--- src/include/pmlf_pkg.sv ---
// Constants, command codes and linear-format helpers for the management target
package pmlf_pkg;

    // ****************************************************************
    // Addressing and command codes
    // ****************************************************************
    localparam logic [6:0] ADDR_BASE = 7'h10;
    localparam logic [7:0] CMD_VOUT_MODE = 8'h20;
    localparam logic [7:0] CMD_VOUT_COMMAND = 8'h21;
    localparam logic [7:0] CMD_START_VIN = 8'hD8;
    localparam logic [7:0] CMD_START_RC = 8'hD9;

    // ****************************************************************
    // Format fields
    // ****************************************************************
    localparam logic [2:0] VOUT_MODE_LINEAR = 3'h0;
    localparam logic [4:0] VOUT_EXP = 5'h17;
    localparam logic [4:0] EXP_START_VIN = 5'h06;
    localparam logic [4:0] EXP_START_RC = 5'h02;
    localparam logic [10:0] MANT_MAX = 11'h3FF;
    localparam logic [15:0] VOUT_RESET = 16'h0000;
    localparam logic [15:0] NO_DATA = 16'hFFFF;
    localparam logic [7:0] CRC_POLY = 8'h07;
    localparam logic [7:0] CRC_INIT = 8'h00;

    // ****************************************************************
    // Timing
    // ****************************************************************
    localparam int unsigned CLK_MHZ = 50;
    localparam int unsigned HOLDOFF_US = 300;
    localparam int unsigned HOLDOFF_CYCLES = HOLDOFF_US * CLK_MHZ;

    // Byte positions inside a frame, address byte first
    localparam logic [2:0] IDX_ADDR = 3'h0;
    localparam logic [2:0] IDX_CMD = 3'h1;
    localparam logic [2:0] IDX_LO = 3'h2;
    localparam logic [2:0] IDX_HI = 3'h3;
    localparam logic [2:0] IDX_PEC = 3'h4;
    localparam logic [2:0] IDX_AFTER_PEC = 3'h5;
    localparam logic [2:0] IDX_MAX = 3'h7;

    typedef enum logic [2:0] {
        ST_IDLE,
        ST_RX,
        ST_RXACK,
        ST_TX,
        ST_TXACK
    } pmlf_state_t;

    // Exponent in 15:11, mantissa in 10:0
    function automatic logic [15:0] linPack(input logic [4:0] expo, input logic [10:0] mant);
        linPack = {expo, mant};
    endfunction

    // Milliseconds to mantissa for a fixed positive exponent, clipped to the positive range
    function automatic logic [10:0] msToMant(input logic [15:0] ms, input logic [4:0] expo);
        logic [15:0] q;
        q = ms >> expo;
        msToMant = (q > {5'h00, MANT_MAX}) ? MANT_MAX : q[10:0];
    endfunction

    function automatic logic [7:0] crc8(input logic [7:0] crc, input logic [7:0] data);
        logic [7:0] c;
        c = crc ^ data;
        for (int i = 0; i < 8; i++)
        begin
            c = c[7] ? ({c[6:0], 1'b0} ^ CRC_POLY) : {c[6:0], 1'b0};
        end
        crc8 = c;
    endfunction

endpackage

--- src/hdl/pmlf_target.sv ---
// Management bus target: strapped address, linear formats, PEC, alert and pacing guard
// What this block does
// - Target answers one address of 16 to 23, picked by strapping.
// - Three straps give address bits 0, 1, 2; grounded strap means zero.
// - Output-voltage format register at 20h reads 000 in bits 7:5.
// - Output voltage is 16-bit unsigned mantissa times two to 5-bit signed exponent.
// - Other quantities are 11-bit signed mantissa times 5-bit signed exponent.
// - Start-up time from input power is reported in ms with exponent 6.
// - Start-up time from remote control is reported in ms with exponent 2.
// - Set values live in non-volatile storage and return after power loss.
// - Alert output is asserted while the alarmActive input is high, one clock later.
// - Target checks and generates the optional packet error check byte.
`timescale 1ns/1ps
`default_nettype none

module pmlf_target
#(
    parameter int unsigned HOLDOFF_CYC = pmlf_pkg::HOLDOFF_CYCLES
)
(
    input wire logic clk_sys,
    input wire logic sys_rst,
    input wire logic sclIn,
    input wire logic sdaIn,
    output logic sdaOut,
    output logic sdaOe,
    input wire logic strap_bit_zero,
    input wire logic strap_bit_one,
    input wire logic strap_bit_two,
    output logic alert_lineOut,
    output logic alert_lineOe,
    input wire logic alarmActive,
    input wire logic [15:0] startVinMs,
    input wire logic [15:0] startRcMs,
    input wire logic [15:0] nvmVoutStored,
    output logic nvmWrite,
    output logic [15:0] nvmWriteData,
    output logic [15:0] voutSetpoint
);
    import pmlf_pkg::*;

    // ****************************************************************
    // Pin synchronisers and edge detection
    // ****************************************************************
    logic [1:0] sclSync_q, sdaSync_q;
    logic [1:0] strap0Sync_q, strap1Sync_q, strap2Sync_q;
    logic sclPrev_q, sdaPrev_q;
    logic sclS, sdaS, sclRise, sclFall, busStart, busStop;

    always_ff @(posedge clk_sys)
    begin
        sclSync_q <= {sclSync_q[0], sclIn};
        sdaSync_q <= {sdaSync_q[0], sdaIn};
        strap0Sync_q <= {strap0Sync_q[0], strap_bit_zero};
        strap1Sync_q <= {strap1Sync_q[0], strap_bit_one};
        strap2Sync_q <= {strap2Sync_q[0], strap_bit_two};
        sclPrev_q <= sclSync_q[1];
        sdaPrev_q <= sdaSync_q[1];
    end

    assign sclS = sclSync_q[1];
    assign sdaS = sdaSync_q[1];
    assign sclRise = sclS & ~sclPrev_q;
    assign sclFall = ~sclS & sclPrev_q;
    assign busStart = sclS & sclPrev_q & sdaPrev_q & ~sdaS;
    assign busStop = sclS & sclPrev_q & ~sdaPrev_q & sdaS;

    // ****************************************************************
    // Strapped address, caught once after reset release
    // ****************************************************************
    logic [2:0] strap_q;
    logic strapDone_q;
    logic [6:0] ownAddr;

    always_ff @(posedge clk_sys)
    begin
        if (sys_rst)
        begin
            strap_q <= 3'h0;
            strapDone_q <= 1'b0;
        end
        else if (!strapDone_q)
        begin
            // Open strap reads high, grounded strap reads zero
            strap_q <= {strap2Sync_q[1], strap1Sync_q[1], strap0Sync_q[1]};
            strapDone_q <= 1'b1;
        end
    end

    assign ownAddr = {ADDR_BASE[6:3], strap_q};

    // ****************************************************************
    // Pacing guard after stop
    // ****************************************************************
    logic [15:0] guard_q;
    logic guardBusy;

    // A start inside the guard is ignored, so a hurried host simply sees no acknowledge
    always_ff @(posedge clk_sys)
    begin
        if (sys_rst)
            guard_q <= 16'h0000;
        else if (busStop)
            guard_q <= HOLDOFF_CYC[15:0];
        else if (guard_q != 16'h0000)
            guard_q <= guard_q - 16'h0001;
    end

    assign guardBusy = (guard_q != 16'h0000);

    // ****************************************************************
    // Readable values
    // ****************************************************************
    logic [15:0] voutSet_q;
    logic [7:0] crc_q;
    logic [7:0] cmd_q;
    logic [2:0] txIdx_q;
    logic [7:0] modeByte;
    logic [15:0] cmdWord;
    logic cmdIsWord;
    logic [7:0] txSel;

    assign modeByte = {VOUT_MODE_LINEAR, VOUT_EXP};

    always_comb
    begin
        cmdIsWord = 1'b1;
        unique case (cmd_q)
            CMD_VOUT_MODE:
            begin
                cmdWord = {8'h00, modeByte};
                cmdIsWord = 1'b0;
            end
            CMD_VOUT_COMMAND: cmdWord = voutSet_q;
            CMD_START_VIN: cmdWord = linPack(EXP_START_VIN, msToMant(startVinMs, EXP_START_VIN));
            CMD_START_RC: cmdWord = linPack(EXP_START_RC, msToMant(startRcMs, EXP_START_RC));
            default: cmdWord = NO_DATA;
        endcase
        // Low byte first, then high byte for words, then the check byte
        if (txIdx_q == 3'h0)
            txSel = cmdWord[7:0];
        else if (txIdx_q == 3'h1)
            txSel = cmdIsWord ? cmdWord[15:8] : crc_q;
        else if (txIdx_q == 3'h2 && cmdIsWord)
            txSel = crc_q;
        else
            txSel = NO_DATA[7:0];
    end

    // ****************************************************************
    // Byte engine
    // ****************************************************************
    pmlf_state_t state_q;
    logic [7:0] shReg_q, txByte_q, dataLo_q, dataHi_q;
    logic [2:0] bitCnt_q, byteIdx_q;
    logic readMode_q, ackOn_q, inFrame_q, crcOk_q, sdaOe_q;
    logic [7:0] rxByte;

    assign rxByte = {shReg_q[6:0], sdaS};

    // The target never stretches the clock; the host copes either way
    always_ff @(posedge clk_sys)
    begin
        if (sys_rst)
        begin
            state_q <= ST_IDLE;
            shReg_q <= 8'h00;
            txByte_q <= 8'h00;
            dataLo_q <= 8'h00;
            dataHi_q <= 8'h00;
            cmd_q <= 8'h00;
            bitCnt_q <= 3'h0;
            byteIdx_q <= IDX_ADDR;
            txIdx_q <= 3'h0;
            readMode_q <= 1'b0;
            ackOn_q <= 1'b0;
            inFrame_q <= 1'b0;
            crcOk_q <= 1'b0;
            crc_q <= CRC_INIT;
            sdaOe_q <= 1'b0;
        end
        else if (busStop)
        begin
            state_q <= ST_IDLE;
            inFrame_q <= 1'b0;
            sdaOe_q <= 1'b0;
            ackOn_q <= 1'b0;
        end
        else if (busStart)
        begin
            sdaOe_q <= 1'b0;
            ackOn_q <= 1'b0;
            bitCnt_q <= 3'h0;
            byteIdx_q <= IDX_ADDR;
            txIdx_q <= 3'h0;
            if (guardBusy && !inFrame_q)
                state_q <= ST_IDLE;
            else
            begin
                state_q <= ST_RX;
                inFrame_q <= 1'b1;
                // A repeated start keeps the running check value
                if (!inFrame_q)
                    crc_q <= CRC_INIT;
            end
        end
        else
        begin
            unique case (state_q)
                ST_IDLE:
                begin
                    sdaOe_q <= 1'b0;
                end
                ST_RX:
                begin
                    if (sclRise)
                    begin
                        shReg_q <= rxByte;
                        bitCnt_q <= bitCnt_q + 3'h1;
                        if (bitCnt_q == 3'h7)
                        begin
                            if (byteIdx_q != IDX_MAX)
                                byteIdx_q <= byteIdx_q + 3'h1;
                            if (byteIdx_q == IDX_ADDR)
                            begin
                                if (rxByte[7:1] == ownAddr)
                                begin
                                    readMode_q <= rxByte[0];
                                    crc_q <= crc8(crc_q, rxByte);
                                    state_q <= ST_RXACK;
                                end
                                else
                                    state_q <= ST_IDLE;
                            end
                            else
                            begin
                                if (byteIdx_q == IDX_CMD)
                                    cmd_q <= rxByte;
                                if (byteIdx_q == IDX_LO)
                                    dataLo_q <= rxByte;
                                if (byteIdx_q == IDX_HI)
                                    dataHi_q <= rxByte;
                                if (byteIdx_q == IDX_PEC)
                                    crcOk_q <= (crc8(crc_q, rxByte) == CRC_INIT);
                                crc_q <= crc8(crc_q, rxByte);
                                state_q <= ST_RXACK;
                            end
                        end
                    end
                end
                ST_RXACK:
                begin
                    if (sclFall)
                    begin
                        if (!ackOn_q)
                        begin
                            sdaOe_q <= 1'b1;
                            ackOn_q <= 1'b1;
                        end
                        else
                        begin
                            ackOn_q <= 1'b0;
                            bitCnt_q <= 3'h0;
                            if (readMode_q)
                            begin
                                state_q <= ST_TX;
                                txIdx_q <= 3'h1;
                                txByte_q <= {txSel[6:0], 1'b0};
                                crc_q <= crc8(crc_q, txSel);
                                sdaOe_q <= ~txSel[7];
                            end
                            else
                            begin
                                state_q <= ST_RX;
                                sdaOe_q <= 1'b0;
                            end
                        end
                    end
                end
                ST_TX:
                begin
                    if (sclFall)
                    begin
                        bitCnt_q <= bitCnt_q + 3'h1;
                        if (bitCnt_q == 3'h7)
                        begin
                            sdaOe_q <= 1'b0;
                            state_q <= ST_TXACK;
                        end
                        else
                        begin
                            sdaOe_q <= ~txByte_q[7];
                            txByte_q <= {txByte_q[6:0], 1'b0};
                        end
                    end
                end
                ST_TXACK:
                begin
                    if (sclRise && sdaS)
                        state_q <= ST_IDLE;
                    else if (sclFall)
                    begin
                        state_q <= ST_TX;
                        bitCnt_q <= 3'h0;
                        if (txIdx_q != IDX_MAX)
                            txIdx_q <= txIdx_q + 3'h1;
                        txByte_q <= {txSel[6:0], 1'b0};
                        crc_q <= crc8(crc_q, txSel);
                        sdaOe_q <= ~txSel[7];
                    end
                end
            endcase
        end
    end

    // txIdx_q counts the bytes sent in a read; every start clears it so a later read begins at byte zero
    // ****************************************************************
    // Set value commit and non-volatile image
    // ****************************************************************
    logic loadPend_q, nvmWrite_q, writeOk;

    // A write lands only at stop, and only when complete and, if a check byte came, correct
    assign writeOk = inFrame_q && !readMode_q && (cmd_q == CMD_VOUT_COMMAND)
                     && ((byteIdx_q == IDX_PEC) || ((byteIdx_q == IDX_AFTER_PEC) && crcOk_q));

    always_ff @(posedge clk_sys)
    begin
        if (sys_rst)
        begin
            voutSet_q <= VOUT_RESET;
            loadPend_q <= 1'b1;
            nvmWrite_q <= 1'b0;
        end
        else
        begin
            nvmWrite_q <= 1'b0;
            if (loadPend_q)
            begin
                voutSet_q <= nvmVoutStored;
                loadPend_q <= 1'b0;
            end
            else if (busStop && writeOk)
            begin
                voutSet_q <= {dataHi_q, dataLo_q};
                nvmWrite_q <= 1'b1;
            end
        end
    end

    // ****************************************************************
    // Alert and pin outputs
    // ****************************************************************
    logic alertOe_q, lowDrive_q;

    always_ff @(posedge clk_sys)
    begin
        if (sys_rst)
        begin
            alertOe_q <= 1'b0;
            lowDrive_q <= 1'b0;
        end
        else
        begin
            alertOe_q <= alarmActive;
            lowDrive_q <= 1'b0;
        end
    end

    assign sdaOut = lowDrive_q;
    assign sdaOe = sdaOe_q;
    assign alert_lineOut = lowDrive_q;
    assign alert_lineOe = alertOe_q;
    assign nvmWrite = nvmWrite_q;
    assign nvmWriteData = voutSet_q;
    assign voutSetpoint = voutSet_q;

endmodule

`default_nettype wire

--- config.mk ---
export PLATFORM = sky130hd
export DESIGN_NAME = pmlf_target
export DESIGN_NICKNAME = d
export VERILOG_FILES = /design/src/include/pmlf_pkg.sv /design/src/hdl/pmlf_target.sv
export SDC_FILE = /design/constraint.sdc
export NUM_CORES = 1
export LEC_CHECK = 0
export ABC_AREA = 1
export BUFFER_PORTS_ARGS = -buffer_cell sky130_fd_sc_hd__buf_4
export CAP_MARGIN = 20
export CORE_MARGIN = 2
export CORE_UTILIZATION = 58
export CTS_CLUSTER_SIZE = 24
export DETAILED_ROUTE_END_ITERATION = 8
export GPL_ROUTABILITY_DRIVEN = 0
export PLACE_DENSITY = 0.81
export SLEW_MARGIN = 20
export SYNTH_ARGS = -nofsm -noshare
export SYNTH_HDL_FRONTEND = slang
export SYNTH_SLANG_ARGS = --single-unit
--- constraint.sdc ---
create_clock -name clk_sys -period 2.32 [get_ports clk_sys]
set_input_delay 0.58 -clock clk_sys [delete_from_list [all_inputs] [get_ports clk_sys]]
set_output_delay 0.58 -clock clk_sys [all_outputs]
set_load 0.01 [all_outputs]
==> results of run 1 <==
==> final timing paths <==
| path | startpoint | endpoint |
|---|---|---|
| worst min register to register | strap2Sync_q[0]$_DFF_P_ | strap2Sync_q[1]$_DFF_P_ |
| worst max-delay path | txIdx_q[1]$_SDFFE_PP0P_ | crc_q[3]$_SDFFE_PP0P_ |
| worst min-delay path | strap_bit_two | strap2Sync_q[0]$_DFF_P_ |
| worst max register to register | txIdx_q[1]$_SDFFE_PP0P_ | crc_q[3]$_SDFFE_PP0P_ |
==> stage by stage <==
| stage | area (µm²) | TNS [ns] | setup slack, ns | hold slack [ns] | total power [µW] |
|---|---|---|---|---|---|
| 2_1_floorplan | 6300 | 0 | 0.238 | 0.310 | 5410 |
| 6_report | 8220 | -0.0529 | -0.0283 | 0.152 | 9700 |
| 5_1_grt | 8220 | -1.18 | -0.201 | 0.132 | 10400 |
| 3_5_place_dp | 7200 | -1.23 | -0.200 | 0.312 | 6420 |
| 3_3_place_gp | 7200 | -0.855 | -0.150 | 0.311 | 6340 |
| 4_1_cts | 7840 | -0.0141 | -0.0141 | 0.134 | 9130 |
==> per-layer routing <==
layer,up-vias,track usage
met5,-,0
met4,0,0.105
met3,58,0.0669
met2,254,0.491
met1,3037,0.395
li1,3232,-
==> flip-flops by register name, summed over array words and instances, names as in the netlist, 2 cells and up <==
name          count
txByte_q          7
strap1Sync_q      2
guard_q          16
strap2Sync_q      2
strap0Sync_q      2
shReg_q           7
crc_q             8
strap_q           3
bitCnt_q          3
cmd_q             8
dataHi_q          8
dataLo_q          8
sdaSync_q         2
nvmWriteData     16
byteIdx_q         3
state_q           3
txIdx_q           3
sclSync_q         2
==> synthesized netlist by cell type (4+ instances only) <==
cell type	number
nor2_4	5
inv_2	15
buf_4	19
nand3_2	4
dfxtp_1	114
a31oi_1	18
xor2_1	9
nand2_1	202
a21oi_1	57
inv_1	84
nor2_2	7
nand3b_1	4
nor2_1	88
nor3_2	5
ha_1	15
nand2_2	19
a211oi_1	23
xnor2_1	18
a22oi_1	9
nand4_1	8
nand3_1	63
clkbuf_1	17
o21ai_0	51
nor3_1	11
==> power by group through the flow <==
stage / registers (µW) / clock network (µW) / logic, µW
floorplan: 2510 / 0 / 2900
global placement: 2570 / 0 / 3770
detailed placement: 2580 / 0 / 3840
CTS: 2550 / 2670 / 3910
global route: 2630 / 2780 / 5000
finish: 2590 / 2650 / 4460
==> what timing repair did <==
action,in CTS,in global routing
buffers inserted,3,17
endpoints found under the setup margin,8,11
pin swaps,1,33
resized for setup,3,87
==> cells by family after synthesis <==
family	count (synthesis)	share of synthesized area
simple gates	428	0.312
compound gates	173	0.161
buf+inv	142	0.0966
flops	114	0.363
xor+xnor	27	0.0376
fa+ha+maj	15	0.0298
other cells	1	0.000596
==> area by class of cell <==
type | count | area (µm²)
Fill cell | 783 | 2480
Inverter | 100 | 378
Timing Repair Buffer | 148 | 1110
Tap cell | 140 | 175
Clock buffer | 18 | 428
Clock inverter | 14 | 178
Sequential cell | 114 | 2300
Multi-Input combinational cell | 645 | 3640
==> metrics.txt, run 1 <==
status=finished with violations; failing checks=setup timing; number of synthesized register bits=114; Die ar.=11,700 µm²; setup ws final=-0.0283 ns; clock share of power=0.273; die width=108 µm; Pwr per Cell Area=1180 nW/µm²; slew of the pin with the lowest slew margin=0.578 ns; Switching Share=0.407; Crit Path Class=reg2reg; vias post-DR=6,581; total track usage=0.302; final HPWL from detailed placement=12,300 µm; CP required=2.78 ns; fmax=0.426 GHz; Top delay family on crit path=simple AND/OR/NAND/NOR gates; max_cap viols=0; drc violations=0; Post-Route M1 WL=7920 µm; largest net degree at the start of global routing=51; first-pass GRT wire length=27,800 µm; Final Slew Violations=0; num ports=93; # diodes=0; share of layout cells above drive strength 1=0.300; clk sinks=114; Hold Vio Cnt, Final=0; IO Port Bufs=82; Cells after DPL=1,127; R2R Setup Slk=-0.03 ns; post-route ant nets=0; Area Growth Syn to Fin=30.5%; CTS Buf Count=17; DRT iter0 DRCs=647; core footprint=10,700 µm²; Internal=5760 µW; Worst slew margin=0.615; top post-synthesis cells by area=dfxtp_1 36%, nand2_1 12%, nor2_1 5.2%, nand3_1 5.0%, inv_1 5.0%; Min-Delay Path Class=in2reg; Met2 Routed Length=8860 µm; vias in the first global route=5,927; VDD IR max=0.890 mV; top fanout value on the critical path=5; Initial Util=0.588; Synth Instances=900; clock skew=0.00977 ns; crit start category=flop; Comb power frac=0.459; Synth Flop Type=dfxtp_1; Synth Area per Inst=6.99 µm²; 1st-pass router iterations=6; Clock transition at path regs=0.06 ns; Final min period=2.35 ns; DRT Wirelength=18,400 µm; Mapped Area=6290 µm²; wire per inst=15.6 µm; Worst path max stage delay=0.33 ns; post-synthesis sequential area ratio=0.363; CTS H-Tree Depth=4; nets=1,097; crit path max-delay cell type=dfxtp_2; Final Util=0.768; Critical Path Stages=22; worst skew pair latency=0.53 ns; # rows=38; clock buffer depth=2; Top Metal Used=met4; RSZ-0062 raised after global routing=true; ys async rst share=0; TritonCTS clock tree=built; number of cells on the worst hold path=1; top cell type's share of synthesized area=0.363; Distinct cells, synth=48; endpoints failing setup=2; yosys warns=0; Hold-fix buffers, CTS=0; Layout Cells excl Fill=1,179; arrival time of the worst setup path=2.81 ns; Clock Root Buffer=clkbuf_8; most frequent cells in the layout=186 x nand2_1, 147 x buf_4, 102 x dfxtp_1; CP bufs+invs=4; Final period util=1.01; commonest non-fill, non-tap cell in the layout=nand2_1; Flop pwr share=0.267; Post-synth EDFFs=0; leak pwr=0.00367 µW; net switching power figure=3940 µW; Synth area leader=dfxtp_1; Worst R2R Path Depth=22; GRT overflow=0; CP Cell Sequence=inv_2 > ha_2 > inv_2 > nor2_4 > inv_2 > nand2_1 > nand2_2 > inv_2 > nand2_1 > nand2_1 > nand2_2 > nand2_2 > nand2_2 > nand2_1 > nand2_2 > nand2_2 > nand2_1 > nand2_2 > nand2_2 > nand3_2 > nand2_1 > a21oi_2; Vias per Instance=5.58; antenna violations before repair=0; wire length on met3=1090 µm; die span in y=108 µm; Crit path top cell by count=nand2_2; Critical Path End Type=flop
No activity file was read; power rests on OpenSTA's default activity.
==> inputs of run 2 (changes only) <==
- ABC_AREA: 1 -> default
==> metrics.txt, run 2 <==
status=finished with violations; failing checks=setup timing; Synth Flop Type=dfxtp_1; top post-synthesis cells by area=dfxtp_1 35%, mux2i_1 8.9%, nor2_1 6.8%, a21oi_1 5.0%, xnor2_1 4.5%; Vias per Instance=6.22 (+11%); post-route ant nets=0 (unchanged); Post-synth top cells=117 x nor2_1, 114 x dfxtp_1, 65 x a21oi_1; endpoints failing setup=14 (+12); Distinct cells, synth=75 (+56%); top cell type's share of synthesized area=0.354 (-0.00838); Final Slew Violations=0 (unchanged); Critical Path End Type=flop; total track usage=0.359 (+0.0577); Tot Pwr=6210 µW (-36%); crit start category=flop; min-delay src=strap_bit_one; Mapped Area=6440 µm² (+2.4%); number of synthesized register bits=114 (unchanged); Synth Area per Inst=8.32 µm² (+19%); Die ar.=12,000 µm² (+2.3%); commonest non-fill, non-tap cell in the layout=buf_4; Clock Root Buffer=clkbuf_8; Crit Path Class=reg2reg; worst skew pair latency=0.54 ns (about the same); Synth Instances=774 (-14%); arrival time of the worst setup path=3.15 ns (+0.34 ns); Final min period=2.69 ns (+0.342 ns); nets=1,013 (-7.7%); CTS Buf Count=17 (unchanged); clock skew=0.00864 ns (-0.00114 ns); DRT Wirelength=21,400 µm (+17%); top fanout value on the critical path=5 (unchanged); vias post-DR=6,802 (+3.4%); filler instances=622 (-21%); clk sinks=114 (unchanged); fmax=0.372 GHz (-13%); num ports=93 (unchanged); clock buffer depth=2 (unchanged); die span in y=109 µm (+1.1%); # diodes=0 (unchanged); DRT iter0 DRCs=769 (+19%); CTS H-Tree Depth=4 (unchanged); # rows=38 (unchanged); first-pass GRT wire length=33,100 µm (+19%); Min-Delay Path Class=in2reg; GRT overflow=0 (unchanged); vias in the first global route=6,922 (+17%); post-synthesis sequential area ratio=0.354 (-0.00838); drc violations=0 (unchanged); CP required=2.78 ns (about the same); 1st-pass router iterations=6 (unchanged); yosys warns=0 (unchanged); IO Port Bufs=82 (unchanged); largest net degree at the start of global routing=87 (+71%); antenna violations before repair=0 (unchanged); wire per inst=19.6 µm (+26%); die width=109 µm (+1.1%); share of layout cells above drive strength 1=0.334 (+0.0341); core footprint=10,800 µm² (+1.3%); most common cell in the netlist=nor2_1; RSZ-0062 raised after global routing=true; Post-synth EDFFs=0 (unchanged); slew of the pin with the lowest slew margin=0.993 ns (+0.415 ns); VDD IR max=0.880 mV (-1.1%); Final period util=1.16 (+0.147); Initial Util=0.594 (+0.00599); most frequent cells in the layout=200 x buf_4, 116 x nor2_1, 109 x dfxtp_1; Pwr per Cell Area=701 nW/µm² (-41%); Clock transition at path regs=0.06 ns (about the same); leak pwr=0.00395 µW (+7.7%); Cells after DPL=1,043 (-7.5%); final HPWL from detailed placement=13,500 µm (+9.6%); Area Growth Syn to Fin=37.3%; Hold Vio Cnt, Final=0 (unchanged); Synth area leader=dfxtp_1; Worst slew margin=0.337 (-0.278); Layout Cells excl Fill=1,094 (-7.2%); Hold-fix buffers, CTS=0 (unchanged); setup ws final=-0.370 ns (-0.342 ns); ys async rst share=0 (unchanged); CP startpoint=cmd_q[6]$_SDFFE_PP0P_; TritonCTS clock tree=built; Crit Reg-Reg Startpoint=cmd_q[6]$_SDFFE_PP0P_; max_cap viols=0 (unchanged)
[run 2: cell count changes after synthesis, moves of 29 or more]
cell and delta:
inv_1 -69, nor2_1 +29, nand3_1 -42, o21ai_0 -30, nand2_1 -165, mux2i_1 +57
[run 2: timing repair]
action | CTS | global route
setup buffers | 14 | 6
endpoints found under the setup margin | 22 | 38
gates resized for setup | 64 | 22
pin swaps | 40 | 17
gates cloned | 1 | 0
[run 2: logic make-up (layout without fill, tap and decap cells)]
group / after synthesis / after routing / synth area share
AO/OA/AOI/OAI: 170 / 170 / 0.175
XOR/XNOR: 52 / 52 / 0.0763
adder cells (fa/ha/maj): 15 / 15 / 0.0291
buffers and inverters: 79 / 258 / 0.0579
flip-flops: 114 / 114 / 0.354
multiplexers: 57 / 57 / 0.0886
other: 1 / 2 / 0.000582
AND/OR/NAND/NOR: 286 / 286 / 0.218
[run 2: stage by stage]
step                      TNS (ns)  cell area, µm²  worst slack [ns]  hold WS [ns]   util
after floorplan              -2.91            6480            -0.393         0.310      -
after global routing         -4.71            8850            -0.477         0.121  0.816
final                        -3.39            8850            -0.370         0.142  0.816
after CTS                    -1.95            8710            -0.249         0.122  0.804
after global placement       -5.45            7780            -0.611         0.311  0.718
after detailed placement     -6.38            7780            -0.642         0.313  0.718
[run 2: routing by layer]
layer	global-route usage	share of wire	vias to the layer above
met2	0.597	0.48	407
met5	0	0	-
met3	0.110	0.089	124
li1	-	-	3081
met4	0.219	0.048	0
met1	0.404	0.38	3190
[run 2: area by class of cell]
| cell class | instances | area (µm²) | share of cell area |
|---|---|---|---|
| multi-input combinational | 582 | 4100 | 0.464 |
| timing repair buffer | 212 | 1650 | 0.186 |
| clock buffer | 18 | 428 | 0.0484 |
| inverter | 15 | 56.3 | 0.00636 |
| tap | 140 | 175 | 0.0198 |
| sequential | 114 | 2290 | 0.259 |
| clock inverter | 13 | 151 | 0.0171 |
[run 2: worst max-delay path, cell delays in order, from the launching register on]
cell and delay [ns]:
dfxtp_2 0.35, and4b_1 0.24, and2_4 0.15, buf_6 0.12, buf_4 0.15, o21ai_0 0.31
o21a_1 0.24, and3b_1 0.22, or3_1 0.40, a221o_1 0.33, o211ai_1 0.10
[run 2: where the power goes]
part | leakage, µW | switching (µW) | total, µW | internal, µW
logic | 0.00274 | 684 | 1380 | 701
clock network | 0.000271 | 1020 | 2580 | 1570
registers | 0.000933 | 126 | 2240 | 2110
total | 0.00395 | 1820 | 6210 | 4380
[run 2: final timing paths]
path	endpoint	slack [ns]	cells after the start
worst min register to register	sclSync_q[1]$_DFF_P_	0.33	0
worst max register to register	crc_q[2]$_SDFFE_PP0P_	-0.37	10
worst min-delay path	strap1Sync_q[0]$_DFF_P_	0.14	1
worst max-delay path	crc_q[2]$_SDFFE_PP0P_	-0.37	10
